===== src/rtl/bolc_regs.vh =====
`ifndef BOLC_REGS_VH
`define BOLC_REGS_VH
// ****************************************
// register map
// ****************************************
`define BOLC_LATENCY_CONFIG_ADDR   6'h02
`define BOLC_LATENCY_CONFIG_RESET  8'h00
// ****************************************
// field positions
// ****************************************
`define BOLC_RL_LSB                3'h0
`define BOLC_WL_LSB                3'h3
`define BOLC_WLS_BIT               3'h6
`define BOLC_WRLEV_BIT             3'h7
// ****************************************
// burst lengths
// ****************************************
`define BOLC_BEATS_16              6'h10
`define BOLC_BEATS_32              6'h20
`define BOLC_ADDR_WORD_SLOTS       4'h4
`endif


===== src/rtl/bolc_core.v =====
`include "bolc_regs.vh"

// What this block does
// - read bursts wrap within sixteen, halves swap
// - column low bits always taken as zero
// - read start on any four-beat boundary
// - write bursts run sequentially from a sixteen-aligned word
// - sixteen-beat writes align to sixteen beats
// - thirty-two-beat writes align to thirty-two
// - write may start in upper half
// - read latency table without inversion, delay table
// - read latency table with inversion enabled
// - write latency set A table
// - write latency set B table
// - bit six picks write latency set
// - leveling bit holds device in mode-write state
// - mode write updates write-selected setpoint copy
// - latency outputs use operate-selected setpoint copy only; leveling takes written data directly
// - write-only register read toggles strobe, undefined data
module bolc_core (
	// system
	input  wire        clk,
	input  wire        sys_rst,
	// link clock from controller, sampled
	input  wire        link_ck,
	// command strobes and fields from the link side, sampled
	input  wire        mode_write_command,
	input  wire        mode_read_command,
	input  wire [5:0]  mode_addr,
	input  wire [7:0]  mode_data,
	input  wire        setpoint_write_select,
	input  wire        setpoint_operate_select,
	input  wire        read_inversion,
	input  wire        burst_start,
	input  wire        burst_is_write,
	input  wire        burst_beats_32,
	input  wire [4:0]  column_bits,
	// beat address stream out
	output wire        beat_valid,
	input  wire        beat_ready,
	output wire [4:0]  beat_word,
	output wire        burst_busy,
	// latency, leveling and mode-read outputs
	output reg  [5:0]  read_latency,
	output reg  [5:0]  write_latency,
	output reg  [4:0]  read_to_precharge_delay,
	output reg         write_leveling_active,
	output reg         mode_read_strobe,
	output reg  [7:0]  mode_read_data
);

// ****************************************
// functions
// ****************************************
function [5:0] rl_lookup;
	input [2:0] code;
	input       inv;
	begin
		case ({inv, code})
			4'h0: rl_lookup = 6'h06;
			4'h1: rl_lookup = 6'h0a;
			4'h2: rl_lookup = 6'h0e;
			4'h3: rl_lookup = 6'h14;
			4'h4: rl_lookup = 6'h18;
			4'h5: rl_lookup = 6'h1c;
			4'h6: rl_lookup = 6'h20;
			4'h7: rl_lookup = 6'h24;
			4'h8: rl_lookup = 6'h06;
			4'h9: rl_lookup = 6'h0c;
			4'ha: rl_lookup = 6'h10;
			4'hb: rl_lookup = 6'h16;
			4'hc: rl_lookup = 6'h1c;
			4'hd: rl_lookup = 6'h20;
			4'he: rl_lookup = 6'h24;
			default: rl_lookup = 6'h28;
		endcase
	end
endfunction

function [5:0] wl_lookup;
	input [2:0] code;
	input       set_b;
	begin
		case ({set_b, code})
			4'h0: wl_lookup = 6'h04;
			4'h1: wl_lookup = 6'h06;
			4'h2: wl_lookup = 6'h08;
			4'h3: wl_lookup = 6'h0a;
			4'h4: wl_lookup = 6'h0c;
			4'h5: wl_lookup = 6'h0e;
			4'h6: wl_lookup = 6'h10;
			4'h7: wl_lookup = 6'h12;
			4'h8: wl_lookup = 6'h04;
			4'h9: wl_lookup = 6'h08;
			4'ha: wl_lookup = 6'h0c;
			4'hb: wl_lookup = 6'h12;
			4'hc: wl_lookup = 6'h16;
			4'hd: wl_lookup = 6'h1a;
			4'he: wl_lookup = 6'h1e;
			default: wl_lookup = 6'h22;
		endcase
	end
endfunction

function [4:0] rtp_lookup;
	input [2:0] code;
	begin
		case (code)
			3'h4: rtp_lookup = 5'h0a;
			3'h5: rtp_lookup = 5'h0c;
			3'h6: rtp_lookup = 5'h0e;
			3'h7: rtp_lookup = 5'h10;
			default: rtp_lookup = 5'h08;
		endcase
	end
endfunction

// ****************************************
// input synchronisers
// ****************************************
// all link-side inputs cross together; controller holds them a link period
// limitation: a word skewed across the sample edge is only safe when held
reg  [27:0] sync_a;
reg  [27:0] sync_b;
reg         ck_prev;
wire [27:0] raw_in = {
	link_ck,
	mode_write_command,
	mode_read_command,
	mode_addr,
	mode_data,
	setpoint_write_select,
	setpoint_operate_select,
	read_inversion,
	burst_start,
	burst_is_write,
	burst_beats_32,
	column_bits
};

always @(posedge clk or posedge sys_rst)
begin
	if (sys_rst)
	begin
		sync_a  <= 28'h0;
		sync_b  <= 28'h0;
		ck_prev <= 1'b0;
	end
	else
	begin
		sync_a  <= raw_in;
		sync_b  <= sync_a;
		ck_prev <= sync_b[27];
	end
end

// ****************************************
// decode of the synchronised word
// ****************************************
// strobes count only on a link rise, so a held level acts once
wire       ck_rise  = sync_b[27] & ~ck_prev;
wire       s_mrw    = sync_b[26] & ck_rise;
wire       s_mrr    = sync_b[25] & ck_rise;
wire [5:0] s_addr   = sync_b[24:19];
wire [7:0] s_data   = sync_b[18:11];
wire       s_setpoint_write_select = sync_b[10];
wire       s_setpoint_operate_select = sync_b[9];
wire       s_inv    = sync_b[8];
wire       s_start  = sync_b[7] & ck_rise;
wire       s_write  = sync_b[6];
wire       s_bl32   = sync_b[5];
wire [4:0] s_col    = sync_b[4:0];

// ****************************************
// latency configuration, two setpoints
// ****************************************
reg  [7:0] latency_config [0:1];
wire [7:0] active_cfg = latency_config[s_setpoint_operate_select];
wire       hit_cfg    = s_addr == `BOLC_LATENCY_CONFIG_ADDR;

always @(posedge clk or posedge sys_rst)
begin
	if (sys_rst)
	begin
		latency_config[0]       <= `BOLC_LATENCY_CONFIG_RESET;
		latency_config[1]       <= `BOLC_LATENCY_CONFIG_RESET;
		write_leveling_active   <= 1'b0;
		read_latency            <= 6'h06;
		write_latency           <= 6'h04;
		read_to_precharge_delay <= 5'h08;
		mode_read_strobe        <= 1'b0;
		mode_read_data          <= 8'h00;
	end
	else
	begin
		if (s_mrw && hit_cfg)
		begin
			latency_config[s_setpoint_write_select] <= s_data;
			write_leveling_active    <= s_data[`BOLC_WRLEV_BIT];
		end
		read_latency <= rl_lookup(active_cfg[`BOLC_RL_LSB +: 3], s_inv);
		write_latency <= wl_lookup(active_cfg[`BOLC_WL_LSB +: 3],
			active_cfg[`BOLC_WLS_BIT]);
		read_to_precharge_delay <= rtp_lookup(active_cfg[`BOLC_RL_LSB +: 3]);
		// write-only: strobe toggles, data meaningless (zero here)
		mode_read_strobe <= s_mrr;
		mode_read_data   <= 8'h00;
	end
end

// ****************************************
// burst sequencer
// ****************************************
reg  [4:0] start_col;
reg  [4:0] beat_cnt;
reg        seq_32;
reg        seq_run;
wire       buf_in_ready;
wire [5:0] last_beat = seq_32 ? (`BOLC_BEATS_32 - 6'h1) : (`BOLC_BEATS_16 - 6'h1);
// low nibble wraps mod 16, bit 4 flips after sixteen beats
wire [3:0] lo_word   = start_col[3:0] + beat_cnt[3:0];
wire [4:0] cur_word  = {start_col[4] ^ beat_cnt[4], lo_word};

always @(posedge clk or posedge sys_rst)
begin
	if (sys_rst)
	begin
		start_col <= 5'h00;
		beat_cnt  <= 5'h00;
		seq_32    <= 1'b0;
		seq_run   <= 1'b0;
	end
	else if (!seq_run)
	begin
		// mode-write state blocks bursts while leveling
		if (s_start && !write_leveling_active)
		begin
			seq_run  <= 1'b1;
			seq_32   <= s_bl32;
			beat_cnt <= 5'h00;
			// low bits forced zero: four-beat aligned start
			if (!s_write)
				start_col <= {s_col[4:2], 2'b00};
			else if (s_bl32)
				start_col <= 5'h00;
			else
				start_col <= {s_col[4], 4'h0};
		end
	end
	else if (buf_in_ready)
	begin
		beat_cnt <= beat_cnt + 5'h1;
		if ({1'b0, beat_cnt} == last_beat)
			seq_run <= 1'b0;
	end
end

assign burst_busy = seq_run;

// ****************************************
// two-entry output buffer
// ****************************************
// stall by receiver holds sequencer, no word lost
reg [4:0] buf_mem [0:1];
reg       wr_ptr;
reg       rd_ptr;
reg [1:0] count;
wire      push = seq_run & buf_in_ready;
wire      pop  = beat_valid & beat_ready;

assign buf_in_ready = count != 2'h2;
assign beat_valid   = count != 2'h0;
assign beat_word    = buf_mem[rd_ptr];

always @(posedge clk or posedge sys_rst)
begin
	if (sys_rst)
	begin
		buf_mem[0] <= 5'h00;
		buf_mem[1] <= 5'h00;
		wr_ptr     <= 1'b0;
		rd_ptr     <= 1'b0;
		count      <= 2'h0;
	end
	else
	begin
		if (push)
		begin
			buf_mem[wr_ptr] <= cur_word;
			wr_ptr          <= ~wr_ptr;
		end
		if (pop)
			rd_ptr <= ~rd_ptr;
		count <= count + {1'b0, push} - {1'b0, pop};
	end
end

endmodule // bolc_core


===== config.mk =====
export PLATFORM = sky130hd
export DESIGN_NAME = bolc_core
export DESIGN_NICKNAME = d
export VERILOG_FILES = /design/src/rtl/bolc_core.v
export VERILOG_INCLUDE_DIRS = /design/src /design/src/rtl
export SDC_FILE = /design/constraint.sdc
export NUM_CORES = 1
export LEC_CHECK = 0
export CAP_MARGIN = 20
export CORE_ASPECT_RATIO = 1.5
export CORE_MARGIN = 8
export CORE_UTILIZATION = 25
export DETAILED_ROUTE_END_ITERATION = 10
export DONT_BUFFER_PORTS = 1
export GPL_ROUTABILITY_DRIVEN = 0
export SLEW_MARGIN = 20
export SYNTH_ARGS = -nofsm -noshare
export SYNTH_HDL_FRONTEND = slang
export SYNTH_SLANG_ARGS = --single-unit
export TNS_END_PERCENT = 5

===== constraint.sdc =====
create_clock -name clk -period 9.3 [get_ports clk]
set_input_delay 1.395 -clock clk [delete_from_list [all_inputs] [get_ports clk]]
set_output_delay 1.395 -clock clk [all_outputs]
set_load 0.01 [all_outputs]

==> run summary, run 1 <==
Worst-Skew Late Latency -> 340 ps
# DRC -> 0
hold slack -> 348 ps
CTS tree -> built
Pre-antenna DRT Iters -> 4
ANT nets after route -> 0
vias in the first global route -> 2190
Achievable Freq -> 0.376 GHz
Vias per Instance -> 3.98
htree depth -> 3
Hold Startpoint -> sync_a[12]$_DFF_PP0_
Max-cap violations -> 0
P per Cell Area -> 260 mW/mm2
Top Family by Delay on Critical Path -> flip-flops
worst r2r src -> sync_b[9]$_DFF_PP0_
Layout Skew -> 11.6 ps
Mapped Cells -> 275
Startpoint Class -> flop
Worst Setup SP -> rd_ptr$_DFFE_PP0P_
first-pass GRT wire length -> 11300 um
RR Endpoint -> read_latency[3]$_DFF_PP0_
post-route cell area -> 0.00453 mm2
cts bufs inserted -> 9
Register Area -> 0.00268 mm2
Post-CTS Hold Buffers -> 0
Final min period -> 2660 ps
port bufs -> 0
routed wire length -> 6870 um
Max clock buf depth -> 2
Synth cell types -> 44
outcome -> finished clean
Rel. slew slack -> 0.557
EDFF count, synth -> 0
area leader, netlist -> dfrtp_1
Std-Cell Rows -> 57
number of instances in the placed design -> 477
final hold violation count -> 0
DIE WIDTH -> 120 um
clock slew at reported path FFs -> 70 ps
CP max-delay cell -> dfrtp_1
Worst Path Buf+Inv -> 0
Layout area overhead -> 12.0%
synth cell count leaders -> 103 x dfrtp_1, 29 x mux2_2, 19 x nand2_1
total core area -> 0.0160 mm2
setup TNS -> 0 ps
Worst R2R Setup Slack -> 7280 ps
worst stage delay on the critical path -> 500 ps
top cell type's share of synthesized area -> 0.637
Crit. End Element -> output port
kind of critical path -> reg2out
Die Y -> 172 um
Sequential Power Share -> 0.505
Multi-input gate area -> 0.00127 mm2
RSZ-0062 raised after global routing -> no
Global Route Usage Sum -> 0.0718
filler instances -> 1610
Peak VDD IR -> 114 uV
Seq cells post-synth -> 107
Post-CTS Setup Bufs -> 0
antenna violations before repair -> 0
CP Depth -> 1
Sw Ratio -> 0.287
Crit path required time -> 7910 ps
area of the die -> 0.0206 mm2
Setup crit end -> beat_word[3]
switching power -> 0.000338 W
# clock sinks -> 107
DRT iter0 DRCs -> 55
half-perimeter wire length after placement -> 4950 um
# resized after CTS -> 0
CP Data Arrival Time -> 1260 ps
Wirelength per Cell -> 13.9 um
most numerous cell in the Yosys netlist -> dfrtp_1
Worst Max-Slew Pin Slew -> 665 ps
DP Area -> 0.00424 mm2
Final Instance Count excl. Fillers -> 493
antenna diode count -> 0
initial core utilization -> 0.252
share of layout cells above drive strength 1 -> 0.237
# setup viols final -> 0
period utilization -> 0.286
cell breakdown of the critical path -> mux2_2
Power, Total -> 0.00118 W
P_leak -> 2.07 nW
largest net degree at the start of global routing -> 55
worst min path class -> reg2reg
Cell Int Power -> 0.000839 W
Seq/Total Area, Yosys -> 0.663
Post-Syn Area -> 0.00404 mm2
fraction of registers with async set/reset -> 1.00
R2R cell count -> 5
# nets final -> 325
root buf cell -> clkbuf_16
ys flop type -> dfrtp_1
Ports -> 65
Vias -> 1964
Warnings, synthesis -> 0
crit path max fanout -> 6
grt total ovfl -> 0
syn avg cell area -> 14.7 um2
clock power share -> 0.305
Synth area leaders -> dfrtp_1 64%, mux2_2 8.1%, ha_1 3.7%
fin. max-slew vios -> 0
combinational power share -> 0.190
==> cells by family (layout without fill, tap and decap cells) <==
kind of cell / after synthesis / in the layout / synth area share
xor gates and xnor gates: 7 / 7 / 0.0152
AOI/OAI and AO/OA: 27 / 27 / 0.0424
muxes: 41 / 41 / 0.123
buffers and inverters: 21 / 23 / 0.0316
and+or+nand+nor: 59 / 59 / 0.0860
other: 1 / 11 / 0.000927
adders and majority gates: 12 / 12 / 0.0371
DFF: 107 / 107 / 0.663
==> worst min-delay path by stage <==
| stage | endpoint | slack (ps) | depth (start not counted) |
|---|---|---|---|
| floorplan | sync_b[10]$_DFF_PP0_ | 330 | 0 |
| global placement | sync_b[19]$_DFF_PP0_ | 330 | 0 |
| detailed placement | sync_b[10]$_DFF_PP0_ | 330 | 0 |
| CTS | sync_b[23]$_DFF_PP0_ | 350 | 0 |
| global route | sync_b[22]$_DFF_PP0_ | 360 | 0 |
| finish | sync_b[12]$_DFF_PP0_ | 350 | 0 |
==> state kept, by name, summed over array words and instances, names as in the netlist, 3 cells and up <==
register                 count
start_col                    3
sync_a                      26
write_latency                5
latency_config              14
beat_cnt                     5
read_to_precharge_delay      4
read_latency                 5
buf_mem                     10
sync_b                      26
==> final cells by class <==
cell class	count	share of cell area
clock inverters	6	0.0105
inverters	6	0.00552
clock buffers	10	0.0527
flip-flops and latches	107	0.592
repair buffers	1	0.00166
multi-input cells	157	0.281
well taps	206	0.0569
==> stage by stage <==
step	utilization	worst slack [ps]
CTS	0.282	6600
floorplan	-	5090
global placement	0.264	6740
finish	0.282	6640
global route	0.282	6590
detailed placement	0.264	6700
==> cell usage in the layout, fill, tap and decap left out, types with 3 or more instances in the layout <==
| cell type | instances |
|---|---|
| dfrtp_1 | 103 |
| mux2_2 | 29 |
| nand2_1 | 19 |
| ha_1 | 12 |
| o21ai_0 | 11 |
| conb_1 | 11 |
| nor2_1 | 9 |
| clkbuf_16 | 9 |
| mux2_4 | 8 |
| nand3_1 | 6 |
| nand2b_1 | 5 |
| xnor2_1 | 5 |
| inv_1 | 5 |
| a211oi_1 | 5 |
| dfstp_2 | 4 |
| mux2i_1 | 3 |
| a21oi_1 | 3 |
| nor2b_1 | 3 |
==> layer usage <==
metal	vias to the layer above	GRT usage	wire length, um
li1	923	-	-
met1	987	0.0821	2980
met2	49	0.120	3540
met3	5	0.0243	243
met4	0	0.0311	106
met5	-	0	0
==> power groups by stage <==
stage                     sequential (W)  clock, W  combinational, W
after floorplan                 0.000581         0          0.000201
after global placement          0.000602         0          0.000220
after detailed placement        0.000606         0          0.000228
after CTS                       0.000597  0.000375          0.000229
after global routing            0.000606  0.000394          0.000253
final                           0.000595  0.000359          0.000224
(Power assumes the default switching activity.)
==> run 2, diff against run 1 <==
--- a/config.mk
+++ b/config.mk
@@ -6,6 +6,7 @@
 export SDC_FILE = /design/constraint.sdc
 export NUM_CORES = 1
 export LEC_CHECK = 0
+export ABC_AREA = 1
 export CAP_MARGIN = 20
 export CORE_ASPECT_RATIO = 1.5
 export CORE_MARGIN = 8
==> constraint.sdc (replaced) <==
create_clock -name clk -period 2.5 [get_ports clk]
set_input_delay 0.375 -clock clk [delete_from_list [all_inputs] [get_ports clk]]
set_output_delay 0.375 -clock clk [all_outputs]
set_load 0.01 [all_outputs]
==> run summary, run 2 <==
final hold violation count -> 0
syn avg cell area -> 10.1 um2
worst r2r src -> sync_b[9]$_DFF_PP0_
period utilization -> 0.856
setup TNS -> 0 ps
CP Data Arrival Time -> 2390 ps
Worst-Skew Late Latency -> 350 ps
area leader, netlist -> dfrtp_1
Achievable Freq -> 0.467 GHz
# clock sinks -> 107
htree depth -> 3
commonest non-fill, non-tap cell in the layout -> nand2_1
Mapped Cells -> 410
Synth area leaders -> dfrtp_1 62%, nand2_1 12%, inv_1 4.2%
Final min period -> 2140 ps
most numerous cell in the Yosys netlist -> nand2_1
Die Y -> 174 um
ANT nets after route -> 0
share of layout cells above drive strength 1 -> 0.0810
# resized after CTS -> 0
cts bufs inserted -> 9
fin. max-slew vios -> 0
Worst Max-Slew Pin Slew -> 852 ps
Setup WS post-layout -> 359 ps
Post-CTS Hold Buffers -> 0
initial core utilization -> 0.256
grt total ovfl -> 0
half-perimeter wire length after placement -> 5390 um
Layout Skew -> 8.55 ps
Post-CTS Setup Bufs -> 0
largest net degree at the start of global routing -> 108
Seq/Total Area, Yosys -> 0.646
commonest cells after routing, fill and taps aside -> 132 x nand2_1, 103 x dfrtp_1, 46 x inv_1
P_leak -> 2.32 nW
vias in the first global route -> 2553
outcome -> finished clean
crit path max fanout -> 18
Layout area overhead -> 11.4%
Max clock buf depth -> 2
Setup crit end -> read_latency[3]$_DFF_PP0_
CTS tree -> built
first-pass GRT wire length -> 12600 um
top cell type's share of synthesized area -> 0.620
Post-Syn Area -> 0.00416 mm2
Pre-antenna DRT Iters -> 4
Vias per Instance -> 4.06
Power, Total -> 0.00437 W
root buf cell -> clkbuf_16
area of the die -> 0.0211 mm2
Ports -> 65
Crit. End Element -> flop
total core area -> 0.0163 mm2
kind of critical path -> reg2reg
P per Cell Area -> 944 mW/mm2
Startpoint Class -> flop
port bufs -> 0
RR Endpoint -> read_latency[3]$_DFF_PP0_
R2R cell count -> 6
Max-cap violations -> 0
largest registers -> sync_a: 26 flops, sync_b: 26 flops, latency_config: 14 flops
DIE WIDTH -> 121 um
Setup WS pre-CTS -> 350 ps
Vias -> 2547
Std-Cell Rows -> 57
Worst R2R Setup Slack -> 360 ps
EDFF count, synth -> 0
Crit path required time -> 2740 ps
Synth cell types -> 27
Peak VDD IR -> 513 uV
RSZ-0062 raised after global routing -> no
Worst Setup SP -> sync_b[9]$_DFF_PP0_
fraction of registers with async set/reset -> 1.00
worst min path class -> in2async
routed wire length -> 7520 um
ys flop type -> dfrtp_1
Global Route Usage Sum -> 0.0770
# nets final -> 458
Seq cells post-synth -> 107
Rel. slew slack -> 0.426
Warnings, synthesis -> 0
clock slew at reported path FFs -> 70 ps
# DRC -> 0
Wirelength per Cell -> 12.0 um
antenna violations before repair -> 1
synth cell count leaders -> 132 x nand2_1, 103 x dfrtp_1, 47 x inv_1
# setup viols final -> 0
DRT iter0 DRCs -> 159
-- run 2: cell count changes after synthesis, sizes merged, moves of 5 or more --
| cell | previous run | this run |
|---|---|---|
| nand2 | 19 | 134 |
| inv | 6 | 48 |
| mux2 | 37 | 0 |
| nand3 | 7 | 27 |
| o21ai | 11 | 26 |
| nor2 | 12 | 20 |
| a211oi | 5 | 0 |
| nand2b | 5 | 0 |
-- run 2: worst max-delay path, stage by stage, from the launching register on --
cell,delay [ps]
dfrtp_1,600
o21ai_0,780
ha_1,410
nand2_1,90
nand2_1,50
nand2_1,50
nand2_1,50
-- run 2: metrics by stage --
stage | instance area [um2] | hold slack (ps) | cells | utilization
after floorplan | 4200 | 331 | 420 | -
after global placement | 4340 | 333 | 610 | 0.267
after detailed placement | 4340 | 335 | 610 | 0.267
after CTS | 4630 | 27.9 | 626 | 0.284
after global routing | 4630 | 26.7 | 627 | 0.285
final | 4630 | 4.07 | 627 | 0.285
-- run 2: worst min path at each step --
stage                    startpoint                              endpoint  slack (ps)
2_1_floorplan  sync_a[10]$_DFF_PP0_                  sync_b[10]$_DFF_PP0_         330
3_3_place_gp   sync_a[27]$_DFF_PP0_                  sync_b[27]$_DFF_PP0_         330
3_5_place_dp   sync_a[22]$_DFF_PP0_                  sync_b[22]$_DFF_PP0_         330
4_1_cts                mode_addr[3]                  sync_a[22]$_DFF_PP0_          30
5_1_grt                mode_addr[2]                  sync_a[21]$_DFF_PP0_          30
6_report                    sys_rst  read_to_precharge_delay[1]$_DFF_PP0_           4
-- run 2: power breakdown --
part           switching (W)  internal, W
Sequential          0.000200      0.00198
Clock               0.000658     0.000697
Combinational       0.000557     0.000275
Total                0.00141      0.00295
-- run 2: metal layers --
metal	up-vias	routed length (um)	track usage	share of wire
met4	0	167	0.0449	0.022
met5	-	0	0	0
met1	1211	3230	0.0882	0.43
li1	1258	-	-	-
met3	9	527	0.0285	0.070
met2	69	3600	0.120	0.48
-- run 2: cell type report --
class / count / area [um2]
Fill cell: 1709 / 11600
Sequential cell: 107 / 2680
Multi-Input combinational cell: 248 / 1200
Tap cell: 206 / 258
Clock buffer: 10 / 229
Inverter: 48 / 184
Clock inverter: 6 / 55.1
Timing Repair Buffer: 1 / 20.0
Antenna cell: 1 / 2.50
-- run 2: cells by family after synthesis --
group | after synthesis | share of synthesized area
simple gates | 188 | 0.187
flops | 107 | 0.646
buf+inv | 65 | 0.0753
compound gates | 32 | 0.0449
fa+ha+maj | 12 | 0.0361
xor+xnor | 5 | 0.0105
other cells | 1 | 0.000902
